### src/aafc_params.svh
`ifndef AAFC_PARAMS_SVH
`define AAFC_PARAMS_SVH

`define AAFC_CLK_PERIOD_NS     20
`define AAFC_IDAC_START_NS     200000
`define AAFC_IDAC_START_CYCLES \
   ((`AAFC_IDAC_START_NS + `AAFC_CLK_PERIOD_NS - 1) / `AAFC_CLK_PERIOD_NS)

`define AAFC_CFG0_ADDR         8'h00
`define AAFC_CFG1_ADDR         8'h04
`define AAFC_CFG2_ADDR         8'h08
`define AAFC_CFG3_ADDR         8'h0C
`define AAFC_CMD_ADDR          8'h10
`define AAFC_STATUS_ADDR       8'h14
`define AAFC_RESULT_ADDR       8'h18

`define AAFC_CFG_RESET         8'h00

`define AAFC_CFG0_MUX_MSB      7
`define AAFC_CFG0_MUX_LSB      4
`define AAFC_CFG0_GAIN_MSB     3
`define AAFC_CFG0_GAIN_LSB     1
`define AAFC_CFG0_BYPASS       0
`define AAFC_CFG1_CONT         2
`define AAFC_CFG1_TEMP         1
`define AAFC_CFG1_BURNOUT      0
`define AAFC_CFG2_REF_MSB      7
`define AAFC_CFG2_REF_LSB      6
`define AAFC_CFG2_PSW          3
`define AAFC_CFG2_IDAC_MSB     2
`define AAFC_CFG2_IDAC_LSB     0
`define AAFC_CFG3_R1_MSB       7
`define AAFC_CFG3_R1_LSB       5
`define AAFC_CFG3_R2_MSB       4
`define AAFC_CFG3_R2_LSB       2
`define AAFC_CMD_START         0
`define AAFC_CMD_SLEEP         1

`define AAFC_MUX_REF_MON       4'hC
`define AAFC_MUX_SUPPLY_MON    4'hD
`define AAFC_MUX_SHORTED       4'hE
`define AAFC_GAIN_ONE          3'h0
`define AAFC_REF_INTERNAL      2'h0

`define AAFC_IDAC_OFF          3'h0
`define AAFC_IDAC_50_UA        11'h032
`define AAFC_IDAC_100_UA       11'h064
`define AAFC_IDAC_250_UA       11'h0FA
`define AAFC_IDAC_500_UA       11'h1F4
`define AAFC_IDAC_1000_UA      11'h3E8
`define AAFC_IDAC_1500_UA      11'h5DC
`define AAFC_BURNOUT_UA        4'hA

`endif

### src/aafc_pkg.sv
package aafc_pkg;
   typedef enum logic [1:0] {
      aafc_idle,
      aafc_conv,
      aafc_sleep
   } aafc_state_type;

   typedef logic [10:0] aafc_ua_type;
endpackage : aafc_pkg

### src/aafc_timer_if.sv
interface aafc_timer_if;
   logic restart;
   logic ready;

   modport ctrl  (output restart, input ready);
   modport timer (input restart, output ready);
endinterface : aafc_timer_if

### src/aafc_frontend.sv
`include "aafc_params.svh"

module aafc_frontend
   import aafc_pkg::*;
#(
   parameter int unsigned IDAC_START_CYCLES = `AAFC_IDAC_START_CYCLES
) (
   input  wire logic        pclk,
   input  wire logic        presetn,
   input  wire logic        psel,
   input  wire logic        penable,
   input  wire logic        pwrite,
   input  wire logic [7:0]  paddr,
   input  wire logic [31:0] pwdata,
   output logic      [31:0] prdata,
   output logic             pready,
   output logic             pslverr,
   input  wire logic        conv_done,
   input  wire logic [15:0] conv_code,
   input  wire logic [13:0] temp_code,
   output logic             conv_start,
   output logic             conv_active,
   output logic      [3:0]  input_select,
   output logic      [2:0]  gain_sel,
   output logic             pga_bypassed,
   output logic      [1:0]  ref_sel,
   output logic             temp_sensor_mode,
   output logic             midsupply_short,
   output logic      [10:0] excitation_current_ua,
   output logic             excitation_on,
   output logic             excitation_valid,
   output logic      [2:0]  source1_route_sel,
   output logic      [2:0]  source2_route_sel,
   output logic             low_side_switch_closed,
   output logic             burnout_source_on,
   output logic      [3:0]  burnout_current_ua
);
   logic [7:0]     cfg0;
   logic [7:0]     cfg1;
   logic [7:0]     cfg2;
   logic [7:0]     cfg3;
   logic [7:0]     next_cfg0;
   logic [7:0]     next_cfg1;
   logic [7:0]     next_cfg2;
   logic [7:0]     next_cfg3;
   aafc_state_type state;
   aafc_state_type next_state;
   logic           sleep_pending;
   logic           next_sleep_pending;
   logic           single_only;
   logic           next_single_only;
   logic           switch_closed;
   logic           next_switch_closed;
   logic [15:0]    result;
   logic [15:0]    next_result;
   logic           next_conv_start;
   logic [31:0]    next_prdata;

   logic           wr_access;
   logic           rd_setup;
   logic           mapped;
   logic           cfg_write;
   logic           start_req;
   logic           sleep_req;
   logic           idac_write;

   aafc_timer_if   tmr ();

   // magnitude table; code 7 is unused and reads as off
   function automatic aafc_ua_type idac_ua(input logic [2:0] code);
      unique case (code)
         3'h1:    idac_ua = `AAFC_IDAC_50_UA;
         3'h2:    idac_ua = `AAFC_IDAC_100_UA;
         3'h3:    idac_ua = `AAFC_IDAC_250_UA;
         3'h4:    idac_ua = `AAFC_IDAC_500_UA;
         3'h5:    idac_ua = `AAFC_IDAC_1000_UA;
         3'h6:    idac_ua = `AAFC_IDAC_1500_UA;
         default: idac_ua = 11'h000;
      endcase
   endfunction : idac_ua

   function automatic logic addr_hit(input logic [7:0] a);
      addr_hit = (a == `AAFC_CFG0_ADDR) || (a == `AAFC_CFG1_ADDR) ||
                 (a == `AAFC_CFG2_ADDR) || (a == `AAFC_CFG3_ADDR) ||
                 (a == `AAFC_CMD_ADDR) || (a == `AAFC_STATUS_ADDR) ||
                 (a == `AAFC_RESULT_ADDR);
   endfunction : addr_hit

   // ---------------- apb slave ----------------
   // zero wait states: read data is captured in the setup cycle
   assign mapped    = addr_hit(paddr);
   assign pready    = 1'b1;
   assign pslverr   = psel && penable && !mapped;
   assign wr_access = psel && penable && pwrite && mapped;
   assign rd_setup  = psel && !penable && !pwrite;

   assign cfg_write  = wr_access && (paddr <= `AAFC_CFG3_ADDR);
   assign idac_write = wr_access && (paddr == `AAFC_CFG2_ADDR) &&
                       (pwdata[`AAFC_CFG2_IDAC_MSB:`AAFC_CFG2_IDAC_LSB] !=
                        cfg2[`AAFC_CFG2_IDAC_MSB:`AAFC_CFG2_IDAC_LSB]);
   assign sleep_req  = wr_access && (paddr == `AAFC_CMD_ADDR) &&
                       pwdata[`AAFC_CMD_SLEEP];
   // any config write restarts a conversion; sleep wins over start
   assign start_req  = !sleep_req && (cfg_write ||
                       (wr_access && (paddr == `AAFC_CMD_ADDR) &&
                        pwdata[`AAFC_CMD_START]));

   always_comb begin
      next_cfg0 = cfg0;
      next_cfg1 = cfg1;
      next_cfg2 = cfg2;
      next_cfg3 = cfg3;
      if (wr_access) begin
         unique case (paddr)
            `AAFC_CFG0_ADDR: next_cfg0 = pwdata[7:0];
            `AAFC_CFG1_ADDR: next_cfg1 = {5'h00, pwdata[2:0]};
            `AAFC_CFG2_ADDR: next_cfg2 = {pwdata[7:6], 2'h0, pwdata[3:0]};
            `AAFC_CFG3_ADDR: next_cfg3 = {pwdata[7:2], 2'h0};
            default:         next_cfg0 = cfg0;
         endcase
      end
   end

   always_comb begin
      next_prdata = prdata;
      if (rd_setup) begin
         unique case (paddr)
            `AAFC_CFG0_ADDR:   next_prdata = {24'h00_0000, cfg0};
            `AAFC_CFG1_ADDR:   next_prdata = {24'h00_0000, cfg1};
            `AAFC_CFG2_ADDR:   next_prdata = {24'h00_0000, cfg2};
            `AAFC_CFG3_ADDR:   next_prdata = {24'h00_0000, cfg3};
            `AAFC_STATUS_ADDR: next_prdata = {27'h000_0000, excitation_valid,
                                              switch_closed, sleep_pending,
                                              state == aafc_sleep,
                                              state == aafc_conv};
            `AAFC_RESULT_ADDR: next_prdata = {16'h0000, result};
            default:           next_prdata = 32'h0000_0000;
         endcase
      end
   end

   always_ff @(posedge pclk or negedge presetn) begin
      if (!presetn) begin
         cfg0   <= `AAFC_CFG_RESET;
         cfg1   <= `AAFC_CFG_RESET;
         cfg2   <= `AAFC_CFG_RESET;
         cfg3   <= `AAFC_CFG_RESET;
         prdata <= 32'h0000_0000;
      end else begin
         cfg0   <= next_cfg0;
         cfg1   <= next_cfg1;
         cfg2   <= next_cfg2;
         cfg3   <= next_cfg3;
         prdata <= next_prdata;
      end
   end

   // ---------------- conversion sequencing ----------------
   always_comb begin
      next_state         = state;
      next_sleep_pending = sleep_pending;
      next_single_only   = single_only;
      next_result        = result;
      next_conv_start    = 1'b0;
      unique case (state)
         aafc_idle: begin
            if (start_req) begin
               next_state       = aafc_conv;
               next_conv_start  = 1'b1;
               next_single_only = cfg_write;
            end else if (sleep_req) begin
               next_state = aafc_sleep;
            end
         end
         aafc_conv: begin
            if (start_req) begin
               next_conv_start    = 1'b1;
               next_single_only   = cfg_write;
               next_sleep_pending = 1'b0;
            end else if (conv_done) begin
               // temperature word is 14 bits left-justified
               next_result = temp_sensor_mode ? {temp_code, 2'b00} : conv_code;
               if (sleep_pending || sleep_req) begin
                  next_state         = aafc_sleep;
                  next_sleep_pending = 1'b0;
               end else if (cfg1[`AAFC_CFG1_CONT] && !single_only) begin
                  next_conv_start = 1'b1;
               end else begin
                  next_state = aafc_idle;
               end
            end else if (sleep_req) begin
               next_sleep_pending = 1'b1;
            end
         end
         aafc_sleep: begin
            // config write wakes for one conversion only
            if (start_req) begin
               next_state       = aafc_conv;
               next_conv_start  = 1'b1;
               next_single_only = cfg_write;
            end
         end
      endcase
   end

   always_ff @(posedge pclk or negedge presetn) begin
      if (!presetn) begin
         state         <= aafc_idle;
         sleep_pending <= 1'b0;
         single_only   <= 1'b0;
         result        <= 16'h0000;
         conv_start    <= 1'b0;
      end else begin
         state         <= next_state;
         sleep_pending <= next_sleep_pending;
         single_only   <= next_single_only;
         result        <= next_result;
         conv_start    <= next_conv_start;
      end
   end

   // ---------------- low-side switch ----------------
   always_comb begin
      next_switch_closed = switch_closed;
      if (start_req) begin
         next_switch_closed = 1'b1;
      end
      if (next_state == aafc_sleep) begin
         next_switch_closed = 1'b0;
      end
      if (!next_cfg2[`AAFC_CFG2_PSW]) begin
         next_switch_closed = 1'b0;
      end
   end

   always_ff @(posedge pclk or negedge presetn) begin
      if (!presetn) begin
         switch_closed <= 1'b0;
      end else begin
         switch_closed <= next_switch_closed;
      end
   end

   assign low_side_switch_closed = switch_closed;

   // ---------------- excitation sources ----------------
   // restart the settle wait on a new magnitude or on wake-up
   assign tmr.restart = idac_write ||
                        (state == aafc_sleep && next_state != aafc_sleep);

   aafc_startup_timer #(
      .CYCLES (IDAC_START_CYCLES)
   ) u_timer (
      .pclk    (pclk),
      .presetn (presetn),
      .tmr     (tmr.timer)
   );

   // ---------------- effective front-end settings ----------------
   logic        mon_code;
   logic        force_int_ref;
   logic [3:0]  mux_raw;
   logic [3:0]  next_input_select;
   logic [2:0]  next_gain_sel;
   logic        next_pga_bypassed;
   logic [1:0]  next_ref_sel;
   logic        next_excitation_on;
   logic        next_burnout_on;

   assign mux_raw = cfg0[`AAFC_CFG0_MUX_MSB:`AAFC_CFG0_MUX_LSB];

   always_comb begin
      next_input_select = cfg1[`AAFC_CFG1_TEMP] ? 4'h0 : mux_raw;
      // same-cycle view of the temperature bit keeps all settings in step
      mon_code = !cfg1[`AAFC_CFG1_TEMP] && ((mux_raw == `AAFC_MUX_REF_MON) ||
                                            (mux_raw == `AAFC_MUX_SUPPLY_MON) ||
                                            (mux_raw == `AAFC_MUX_SHORTED));
      force_int_ref = cfg1[`AAFC_CFG1_TEMP] ||
                      (!cfg1[`AAFC_CFG1_TEMP] &&
                       ((mux_raw == `AAFC_MUX_REF_MON) ||
                        (mux_raw == `AAFC_MUX_SUPPLY_MON)));
      next_gain_sel     = cfg0[`AAFC_CFG0_GAIN_MSB:`AAFC_CFG0_GAIN_LSB];
      next_pga_bypassed = cfg0[`AAFC_CFG0_BYPASS];
      if (mon_code) begin
         next_gain_sel     = `AAFC_GAIN_ONE;
         next_pga_bypassed = 1'b1;
      end
      next_ref_sel = force_int_ref ? `AAFC_REF_INTERNAL :
                     cfg2[`AAFC_CFG2_REF_MSB:`AAFC_CFG2_REF_LSB];
      // sources stay up between single conversions
      next_excitation_on = (idac_ua(cfg2[`AAFC_CFG2_IDAC_MSB:`AAFC_CFG2_IDAC_LSB]) != 11'h000) &&
                           (next_state != aafc_sleep);
      next_burnout_on = cfg1[`AAFC_CFG1_BURNOUT] && (next_state != aafc_sleep);
   end

   always_ff @(posedge pclk or negedge presetn) begin
      if (!presetn) begin
         input_select          <= 4'h0;
         gain_sel              <= 3'h0;
         pga_bypassed          <= 1'b0;
         ref_sel               <= 2'h0;
         temp_sensor_mode      <= 1'b0;
         midsupply_short       <= 1'b0;
         excitation_current_ua <= 11'h000;
         excitation_on         <= 1'b0;
         source1_route_sel     <= 3'h0;
         source2_route_sel     <= 3'h0;
         burnout_source_on     <= 1'b0;
      end else begin
         input_select          <= next_input_select;
         gain_sel              <= next_gain_sel;
         pga_bypassed          <= next_pga_bypassed;
         ref_sel               <= next_ref_sel;
         temp_sensor_mode      <= cfg1[`AAFC_CFG1_TEMP];
         midsupply_short       <= !cfg1[`AAFC_CFG1_TEMP] &&
                                  (mux_raw == `AAFC_MUX_SHORTED);
         excitation_current_ua <= idac_ua(cfg2[`AAFC_CFG2_IDAC_MSB:`AAFC_CFG2_IDAC_LSB]);
         excitation_on         <= next_excitation_on;
         source1_route_sel     <= cfg3[`AAFC_CFG3_R1_MSB:`AAFC_CFG3_R1_LSB];
         source2_route_sel     <= cfg3[`AAFC_CFG3_R2_MSB:`AAFC_CFG3_R2_LSB];
         burnout_source_on     <= next_burnout_on;
      end
   end

   assign excitation_valid   = excitation_on && tmr.ready;
   assign burnout_current_ua = burnout_source_on ? `AAFC_BURNOUT_UA : 4'h0;
   assign conv_active        = (state == aafc_conv);
endmodule : aafc_frontend

### src/aafc_startup_timer.sv
`include "aafc_params.svh"

module aafc_startup_timer #(
   parameter int unsigned CYCLES = `AAFC_IDAC_START_CYCLES
) (
   input  wire logic   pclk,
   input  wire logic   presetn,
   aafc_timer_if.timer tmr
);
   // wide enough for the default; a shortened value only fits better
   logic [13:0] count;
   logic [13:0] next_count;
   logic        ready;
   logic        next_ready;

   localparam logic [13:0] LAST = 14'(CYCLES - 1);

   always_comb begin
      next_count = count;
      next_ready = ready;
      if (tmr.restart) begin
         next_count = '0;
         next_ready = 1'b0;
      end else if (!ready) begin
         if (count == LAST) begin
            next_ready = 1'b1;
         end else begin
            next_count = count + 14'h0001;
         end
      end
   end

   always_ff @(posedge pclk or negedge presetn) begin
      if (!presetn) begin
         count <= 14'h0000;
         ready <= 1'b0;
      end else begin
         count <= next_count;
         ready <= next_ready;
      end
   end

   assign tmr.ready = ready;
endmodule : aafc_startup_timer

### config.mk
export PLATFORM = sky130hd
export DESIGN_NAME = aafc_frontend
export DESIGN_NICKNAME = d
export VERILOG_FILES = /design/src/aafc_pkg.sv /design/src/aafc_timer_if.sv /design/src/aafc_frontend.sv /design/src/aafc_startup_timer.sv
export VERILOG_INCLUDE_DIRS = /design/src /design/src/src
export SDC_FILE = /design/constraint.sdc
export NUM_CORES = 1
export LEC_CHECK = 0
export ABC_CLOCK_PERIOD_IN_PS = 5700
export BUFFER_PORTS_ARGS = -buffer_cell sky130_fd_sc_hd__buf_2
export CORE_ASPECT_RATIO = 1.75
export CORE_UTILIZATION = 50
export DETAILED_ROUTE_END_ITERATION = 7
export PLACE_DENSITY = 0.83
export SYNTH_ARGS = -nofsm -noshare
export SYNTH_HDL_FRONTEND = slang
export SYNTH_SLANG_ARGS = --single-unit
### constraint.sdc
create_clock -name pclk -period 5.7 [get_ports pclk]
set_input_delay 1.14 -clock pclk [delete_from_list [all_inputs] [get_ports pclk]]
set_output_delay 1.14 -clock pclk [all_outputs]
set_load 0.01 [all_outputs]
Word level (Yosys, flattened, before mapping)
Index checks and enable logic that the tools add are counted.
- bits in registers: 123
- output and inout bits: 73
- logic and storage cells: 145
- add/sub/neg operators: 1
- $lt $le $gt $ge: 1
- equality and inequality tests: 26
- multiplexer cells: 39
- bitwise operators: 1
- reductions and logical operators: 52
- operators by type and width (kind ; number):
    16-bit one-hot mux with 6 select lines ; 1
    11-bit one-hot mux with 6 select lines ; 1
    14-bit 2-to-1 mux ; 3
    8-bit by 5-bit == test with 1-bit output (second input constant) ; 3
    1-bit logical AND ; 21
    1-bit 2-to-1 mux ; 18
    8-bit by 4-bit == test with 1-bit output (second input constant) ; 2
    16-bit 2-to-1 mux ; 1
    2-bit 2-to-1 mux ; 8
    4-bit 2-to-1 mux ; 4
    14-bit by 1-bit adder with 14-bit output (second input constant) ; 1
    14-bit == test (second input constant) ; 1
    4-bit == test (second input constant) ; 3
    1-bit logical OR ; 12
    11-bit nonzero test ; 1
    2-bit AND reduction ; 5
    3-bit == test (second input constant) ; 3
    8-bit by 3-bit == test with 1-bit output (second input constant) ; 1
    8-bit by 4-bit less-or-equal comparator with 1-bit output (second input constant) ; 1
    8-bit logical NOT ; 1
    3-bit by 2-bit == test with 1-bit output (second input constant) ; 2
    1-bit logical NOT ; 6
    2-bit != test (second input constant) ; 3
    3-bit by 1-bit != test with 1-bit output (second input constant) ; 2
    other kinds (14) ; 16

Longest topological paths before layout
Gate-level depths: netlist (run 1).
- depth in word-level cells: 20
- gate-level depth with buffers: 10
- depth with buffers taken out: 8

By module
A second synthesis (run 1) with hierarchy kept.
- cell total of the unflattened synthesis: 468
- area total of the unflattened synthesis: 5058.6 um2
- modules (own cells, without submodules) (module ; times used ; cells each ; area each (um2)):
    aafc_frontend ; 1 ; 385 ; 4239.1
    aafc_startup_timer ; 1 ; 83 ; 819.5

Least setup slack after synthesis (run 1)
Ideal clock, no wire load.
- kind: input -> output
- start point: in paddr[5]
- end point: out pslverr
- arrival: 1945 ps
- setup slack: 2615 ps
- cell stages on the path: 3
- cells stage by stage: or3_4 nor2_2 a21oi_1
- word-level cells in the longest chain between the ends: 9
- elaborated cells between the ends (all ways): 15
- classes of those cells: 6 x eq/ne; 9 x reduce/logical
- RTL lines (element ; RTL line ; source):
    start: declaration ; aafc_frontend.sv:13 ; input wire logic [7:0] paddr,
    8-bit by 3-bit == test with 1-bit output or 8-bit logical NOT (tied branches) ; - ;
    1-bit logical OR (5 in a row) ; aafc_frontend.sv:83 ; addr_hit = (a == `AAFC_CFG0_ADDR) || (a == `AAFC_CFG1_ADDR) ||
    1-bit logical OR * ; aafc_frontend.sv:83 ;
    1-bit logical NOT * ; aafc_frontend.sv:93 ; assign pslverr = psel && penable && !mapped;
    1-bit logical AND * ; aafc_frontend.sv:93 ;
    end: declaration ; aafc_frontend.sv:17 ; output logic pslverr,
Every way passes the cells marked *; elsewhere a longest branch is shown, timed or not.

Final worst setup path (run 1)
Ends and elaborated chain as after synthesis.

==> impl_metrics.tcl, run 1 <==
set metrics [dict create \
    rsz0062_at_grt "no" \
    placed_area_um2 5580 \
    ant_nets 0 \
    fmax_mhz 289 \
    netlist_area_um2 5110 \
    fin_crit_sh 0.607 \
    core_area_um2 9910 \
    multiInputGateArea_um2 2200 \
    p_sw_w 0.000543 \
    whs_ns 0.407 \
    min_period_ns 3.46 \
    cts_tree "done" \
    grt_usage 0.229 \
    syn_inst 484 \
    ys.flop_type "dfrtp_1" \
    path_max_fanout 10 \
    postCtsSetupRepairBufs 0 \
    pwr-share-clk 0.320 \
    clkLatencyLatePin_ns 0.35 \
    root_buffer "clkbuf_16" \
    grt_max_degree 71 \
    ys_warn_count 0 \
    die_w_um 78.4 \
    startpoint_type "input pin" \
    overflow 0 \
    p_comb_frac 0.184 \
    start_util 0.516 \
    cts.sinks 106 \
    post-route-drc-count 0 \
    post_cts_resized 0 \
    reg2reg_to "excitation_on" \
    die_h_um 136 \
    cts_buffers 9 \
    drv_slew 0 \
    finalSetupTns_ns 0 \
    nets 653 \
    hpwl_um 8280 \
    path_class "input pin to output port" \
    n_antenna_cell 0 \
    p_int_w 0.00128 \
    wl_um 11300 \
    grt_pass1_vias 3808 \
    synth.avg_cell_area_um2 10.6 \
    status "finished, final reports clean" \
    syn_to_final_growth_pct 14.5 \
    hold_violations 0 \
    vdd_drop_max_uv 187 \
    grt_pass1_wl_um 18600 \
    antenna_found_initial 0 \
    final_area_um2 5860 \
    power_density_nw_per_um2 311 \
    ys_seq_elements 106 \
    place_congestion 0.924 \
    routedWlPerCell_um 16.1 \
    vias 3816 \
    drt_iter0_drc 213 \
    rr_worst_depth 8 \
    crit_arrival_ns 2.32 \
    power_frac_seq 0.496 \
    clk_path_buf_depth 2 \
    yosysSeqAreaShare 0.519 \
    fp-row-count 48 \
    sw_frac_of_total 0.298 \
    dr.pass1.iters 4 \
    port_buffers 104 \
    clk_pin_slew_ns 0.07 \
    crit_end "pslverr" \
    r2r_slack_ns 3.10 \
    synth_edf_count 0 \
    maxSlewHeadroom 0.239 \
    cts_hold_buf 0 \
    maxCapViolations 0 \
    async_flop_share 1.00 \
    ios 149 \
    crit_required_ns 4.56 \
    hp-class "flop to flop" \
    synth_cell_type_count 60 \
    worst_pin_slew_ns 1.14 \
    nFillCells 854 \
    htree_levels 3 \
    drive_gt1_frac 0.291 \
    finalSetupViolCount 0 \
    worstReg2RegStart "state[0]" \
    dieArea_um2 10700 \
    ff_latch_area_um2 2650 \
    timing.critical_path.from "paddr[5]" \
    clock_skew_ns 0.00494 \
    viasPerCell 5.44 \
    endpoint_kind "output port" \
    total_leakage_power_nw 2.98 \
]
==> worst max-delay path: stages <==
cell and delay, ns:
buf_2 0.10, or3_4 0.41, nor2_2 0.38, a21oi_1 0.12
buf_2 0.16
==> through the flow <==
step / worst slack (ns) / std cells / utilization / total power [W]
6_report: 2.24 / 702 / 0.591 / 0.00182
5_1_grt: 2.21 / 702 / 0.591 / 0.00192
4_1_cts: 2.25 / 702 / 0.591 / 0.00183
3_5_place_dp: 2.22 / 686 / 0.563 / 0.00125
3_3_place_gp: 2.26 / 686 / 0.563 / 0.00122
2_1_floorplan: 2.61 / 502 / - / 0.00116
==> cells in the mapped netlist (all sizes together), types with 2 or more instances <==
library cell  count  area (µm²)
dfrtp           106        2650
nand2            59         221
a21oi            35         213
nor2             34         130
buf              32         241
mux2             24         270
mux2i            19         190
nand3            17        90.1
o21ai            16        80.1
xnor2            15         131
clkbuf           14        53.8
and2             12        75.1
nand4            10        62.6
inv               9        33.8
and3              8        55.1
nor2b             6        37.5
nor3              6        35.0
ha                5        62.6
a21o              4        30.0
a221oi            4        35.0
a32oi             4        35.0
nand2b            4        25.0
nand3b            4        30.0
nor3b             4        35.0
a31oi             3        18.8
nor4b             3        26.3
xor2              3        26.3
a22o              2        17.5
conb              2        7.51
or2               2        12.5
==> worst min path at each step <==
stage | from | endpoint | depth (start not counted)
2_1_floorplan | cfg3[3] | source2_route_sel[1] | 0
3_3_place_gp | cfg3[2] | source2_route_sel[0] | 0
3_5_place_dp | cfg3[3] | source2_route_sel[1] | 0
4_1_cts | cfg3[3] | source2_route_sel[1] | 0
5_1_grt | cfg3[3] | source2_route_sel[1] | 0
6_report | cfg3[3] | source2_route_sel[1] | 0
==> per-layer routing <==
| layer | GRT usage | share of wire | vias to the layer above |
|---|---|---|---|
| li1 | - | - | 1811 |
| met4 | 0.103 | 0.025 | 0 |
| met5 | 0 | 0 | - |
| met1 | 0.264 | 0.37 | 1837 |
| met3 | 0.0438 | 0.059 | 24 |
| met2 | 0.406 | 0.55 | 144 |
==> flip-flops by register name, summed over array words and instances, names as in the netlist, 2 cells and up <==
name                   count
cfg2                       6
cfg1                       3
result                    16
cfg0                       8
prdata                    16
input_select               4
source2_route_sel          3
state                      2
ref_sel                    2
source1_route_sel          3
gain_sel                   3
excitation_current_ua     10
cfg3                       6
u_timer.count             14
==> cell type report <==
cell class | instances | share of cell area
Tap cell | 125 | 0.0267
Sequential cell | 106 | 0.453
Clock buffer | 10 | 0.0408
Multi-Input combinational cell | 341 | 0.376
Timing Repair Buffer | 105 | 0.0906
Inverter | 9 | 0.00577
Clock inverter | 6 | 0.00705
==> cell families (layout without fill, tap and decap cells) <==
kind of cell             after synthesis  after routing  synth area share
AO/OA/AOI/OAI                         82             82             0.111
adder cells (fa/ha/maj)                5              5            0.0122
multiplexers                          43             43            0.0900
AND/OR/NAND/NOR                      173            173             0.172
XOR/XNOR                              18             18            0.0308
flip-flops                           106            106             0.519
buffers and inverters                 55            130            0.0643
other                                  2             20           0.00147
==> cells in the final DEF (no fill, tap or decap), types with 2 or more instances in the layout <==
master	Yosys	layout
nand2_1	59	59
mux2_2	24	24
dfrtp_1	106	106
nor3b_1	3	3
nor3_1	5	5
nor2b_1	6	6
and3_1	7	7
mux2i_1	19	19
a21o_1	4	4
nand2b_1	4	4
nor2_1	33	32
nand3b_1	4	4
a21oi_2	10	10
a21oi_1	25	25
a32oi_1	4	4
xnor2_1	15	15
a31oi_1	3	3
buf_4	23	2
buf_2	4	103
clkinv_4	0	2
clkinv_2	0	3
inv_1	9	9
conb_1	2	20
nand3_1	16	16
o21ai_0	16	16
and2_1	11	11
clkbuf_16	0	9
a221oi_1	4	4
xor2_1	3	3
nor2_2	1	2
a22o_1	2	2
nor4b_1	3	3
nand4_1	10	10
ha_1	5	5
==> power groups by stage <==
stage	Combinational, W	Clock (W)	Sequential, W
after global placement	0.000317	0	0.000907
after CTS	0.000338	0.000589	0.000901
after floorplan	0.000262	0	0.000898
after global routing	0.000385	0.000622	0.000912
after detailed placement	0.000334	0	0.000915
final	0.000336	0.000583	0.000902
No activity file was read; power rests on OpenSTA's default activity.
==> inputs of run 2 (changes only) <==
ABC_CLOCK_PERIOD_IN_PS = 3100   (was 5700)
CORE_UTILIZATION = 47   (was 50)
PLACE_DENSITY = 0.82   (was 0.83)
clock period = 3.1 ns   (was 5.7 ns; I/O delays follow)
==> impl_metrics.tcl, run 2 (synthesized netlist as in run 1, its figures left out) <==
set metrics [dict create \
    status "finished, final reports clean" \
    final_common_cell "dfrtp_1" \
    clk_pin_slew_ns 0.07 \
    fp-row-count 50 \
    root_buffer "clkbuf_16" \
    finalSetupTns_ns 0 \
    postCtsSetupRepairBufs 0 \
    cts_hold_buf 0 \
    nets 658 \
    rr_worst_depth 9 \
    worst_pin_slew_ns 0.835 \
    post_cts_resized 0 \
    dieArea_um2 11300 \
    p_comb_frac 0.197 \
    cts_tree "done" \
    ant_nets 0 \
    place_congestion 0.866 \
    r2r_slack_ns 0.90 \
    worstReg2RegStart "state[0]" \
    fmax_mhz 412 \
    placedCellCount 696 \
    core_area_um2 10600 \
    fin_crit_sh 0.782 \
    p_int_w 0.00236 \
    largestRegisters "prdata: 16 flops, result: 16 flops, u_timer.count: 14 flops" \
    die_w_um 80.9 \
    clk_path_buf_depth 2 \
    drive_gt1_frac 0.296 \
    rsz0062_at_grt "no" \
    grt_usage 0.222 \
    drv_slew 0 \
    endpoint_kind "output port" \
    power_density_nw_per_um2 572 \
    grt_pass1_vias 3968 \
    startpoint_type "input pin" \
    syn_to_final_growth_pct 15.7 \
    die_h_um 140 \
    power_frac_seq 0.491 \
    maxCapViolations 0 \
    fin_cells 712 \
    start_util 0.481 \
    n_antenna_cell 0 \
    viasPerCell 5.51 \
    grt_max_degree 107 \
    cts.sinks 106 \
    ios 149 \
    routedWlPerCell_um 16.3 \
    total_leakage_power_nw 3.01 \
    cts_buffers 9 \
    vdd_drop_max_uv 454 \
    htree_levels 3 \
    clkLatencyLatePin_ns 0.35 \
    crit_required_ns 2.48 \
    sw_frac_of_total 0.303 \
    min_period_ns 2.42 \
    crit_arrival_ns 1.80 \
    reg2reg_to "excitation_on" \
    path_class "input pin to output port" \
    hp-class "input pin to async pin" \
    maxSlewHeadroom 0.444 \
    hpwl_um 8430 \
    post-route-drc-count 0 \
    finalSetupViolCount 0 \
    p_sw_w 0.00103 \
    timing.critical_path.from "paddr[5]" \
    grt_pass1_wl_um 19100 \
    hold_violations 0 \
    pwr-share-clk 0.313 \
    drt_iter0_drc 265 \
    dr.pass1.iters 4 \
    port_buffers 104 \
    wl_um 11600 \
    final_cell_mix "dfrtp_1, buf_2, nand2_1, nor2_1, a21oi_1" \
    vias 3923 \
    path_max_fanout 10 \
    crit_end "pslverr" \
    clock_skew_ns 0.00732 \
    antenna_found_initial 0 \
    overflow 0 \
    nFillCells 935 \
]
==> run 2: cell types whose count changed in the layout (fill, tap and decap cells not counted) <==
cell	previous run	this run
buf_4	2	5
buf_12	0	2
clkbuf_1	0	1
clkbuf_8	1	0
clkinv_4	2	1
clkinvlp_4	0	1
inv_6	1	0
inv_8	0	1
==> run 2: power groups by stage <==
| stage | logic, W | clock network [W] | registers [W] |
|---|---|---|---|
| floorplan | 0.000482 | 0 | 0.00165 |
| global placement | 0.000620 | 0 | 0.00167 |
| detailed placement | 0.000655 | 0 | 0.00168 |
| CTS | 0.000666 | 0.00107 | 0.00166 |
| global route | 0.000745 | 0.00113 | 0.00168 |
| finish | 0.000666 | 0.00106 | 0.00166 |
==> run 2: worst max-delay path, stage by stage <==
cell	delay, ns
buf_2	0.10
or3_4	0.41
nor2_2	0.35
a21oi_1	0.15
buf_2	0.17
==> run 2: layout make-up <==
class	instances	area, µm²	area share
sequential	106	2650	0.448
multi-input combinational	341	2200	0.372
timing repair buffer	110	593	0.100
clock buffer	10	229	0.0387
tap	130	163	0.0275
clock inverter	6	42.5	0.00719
inverter	9	33.8	0.00571
==> run 2: worst min path at each step <==
stage | startpoint | endpoint | slack [ns] | depth (start not counted)
final | presetn | u_timer.count[12] | 0.29 | 2
after global placement | cfg3[2] | source2_route_sel[0] | 0.39 | 0
after floorplan | presetn | burnout_source_on | 0.32 | 0
after global routing | presetn | state[0] | 0.38 | 2
after CTS | presetn | u_timer.count[12] | 0.36 | 2
after detailed placement | cfg3[2] | source2_route_sel[0] | 0.39 | 0
==> run 2: stage by stage <==
| stage | area [µm²] | worst slack [ns] | hold slack (ns) | util | total power, W |
|---|---|---|---|---|---|
| after floorplan | 5180 | 0.820 | 0.324 | - | 0.00213 |
| after global placement | 5640 | 0.403 | 0.387 | 0.531 | 0.00229 |
| after detailed placement | 5640 | 0.358 | 0.392 | 0.531 | 0.00234 |
| after CTS | 5920 | 0.667 | 0.361 | 0.556 | 0.00340 |
| after global routing | 5920 | 0.566 | 0.378 | 0.556 | 0.00355 |
| final | 5920 | 0.675 | 0.288 | 0.556 | 0.00338 |
==> run 2: per-layer routing <==
layer,track usage,routed length [µm]
met3,0.0482,775
met2,0.377,6100
met4,0.105,337
met5,0,0
met1,0.259,4400
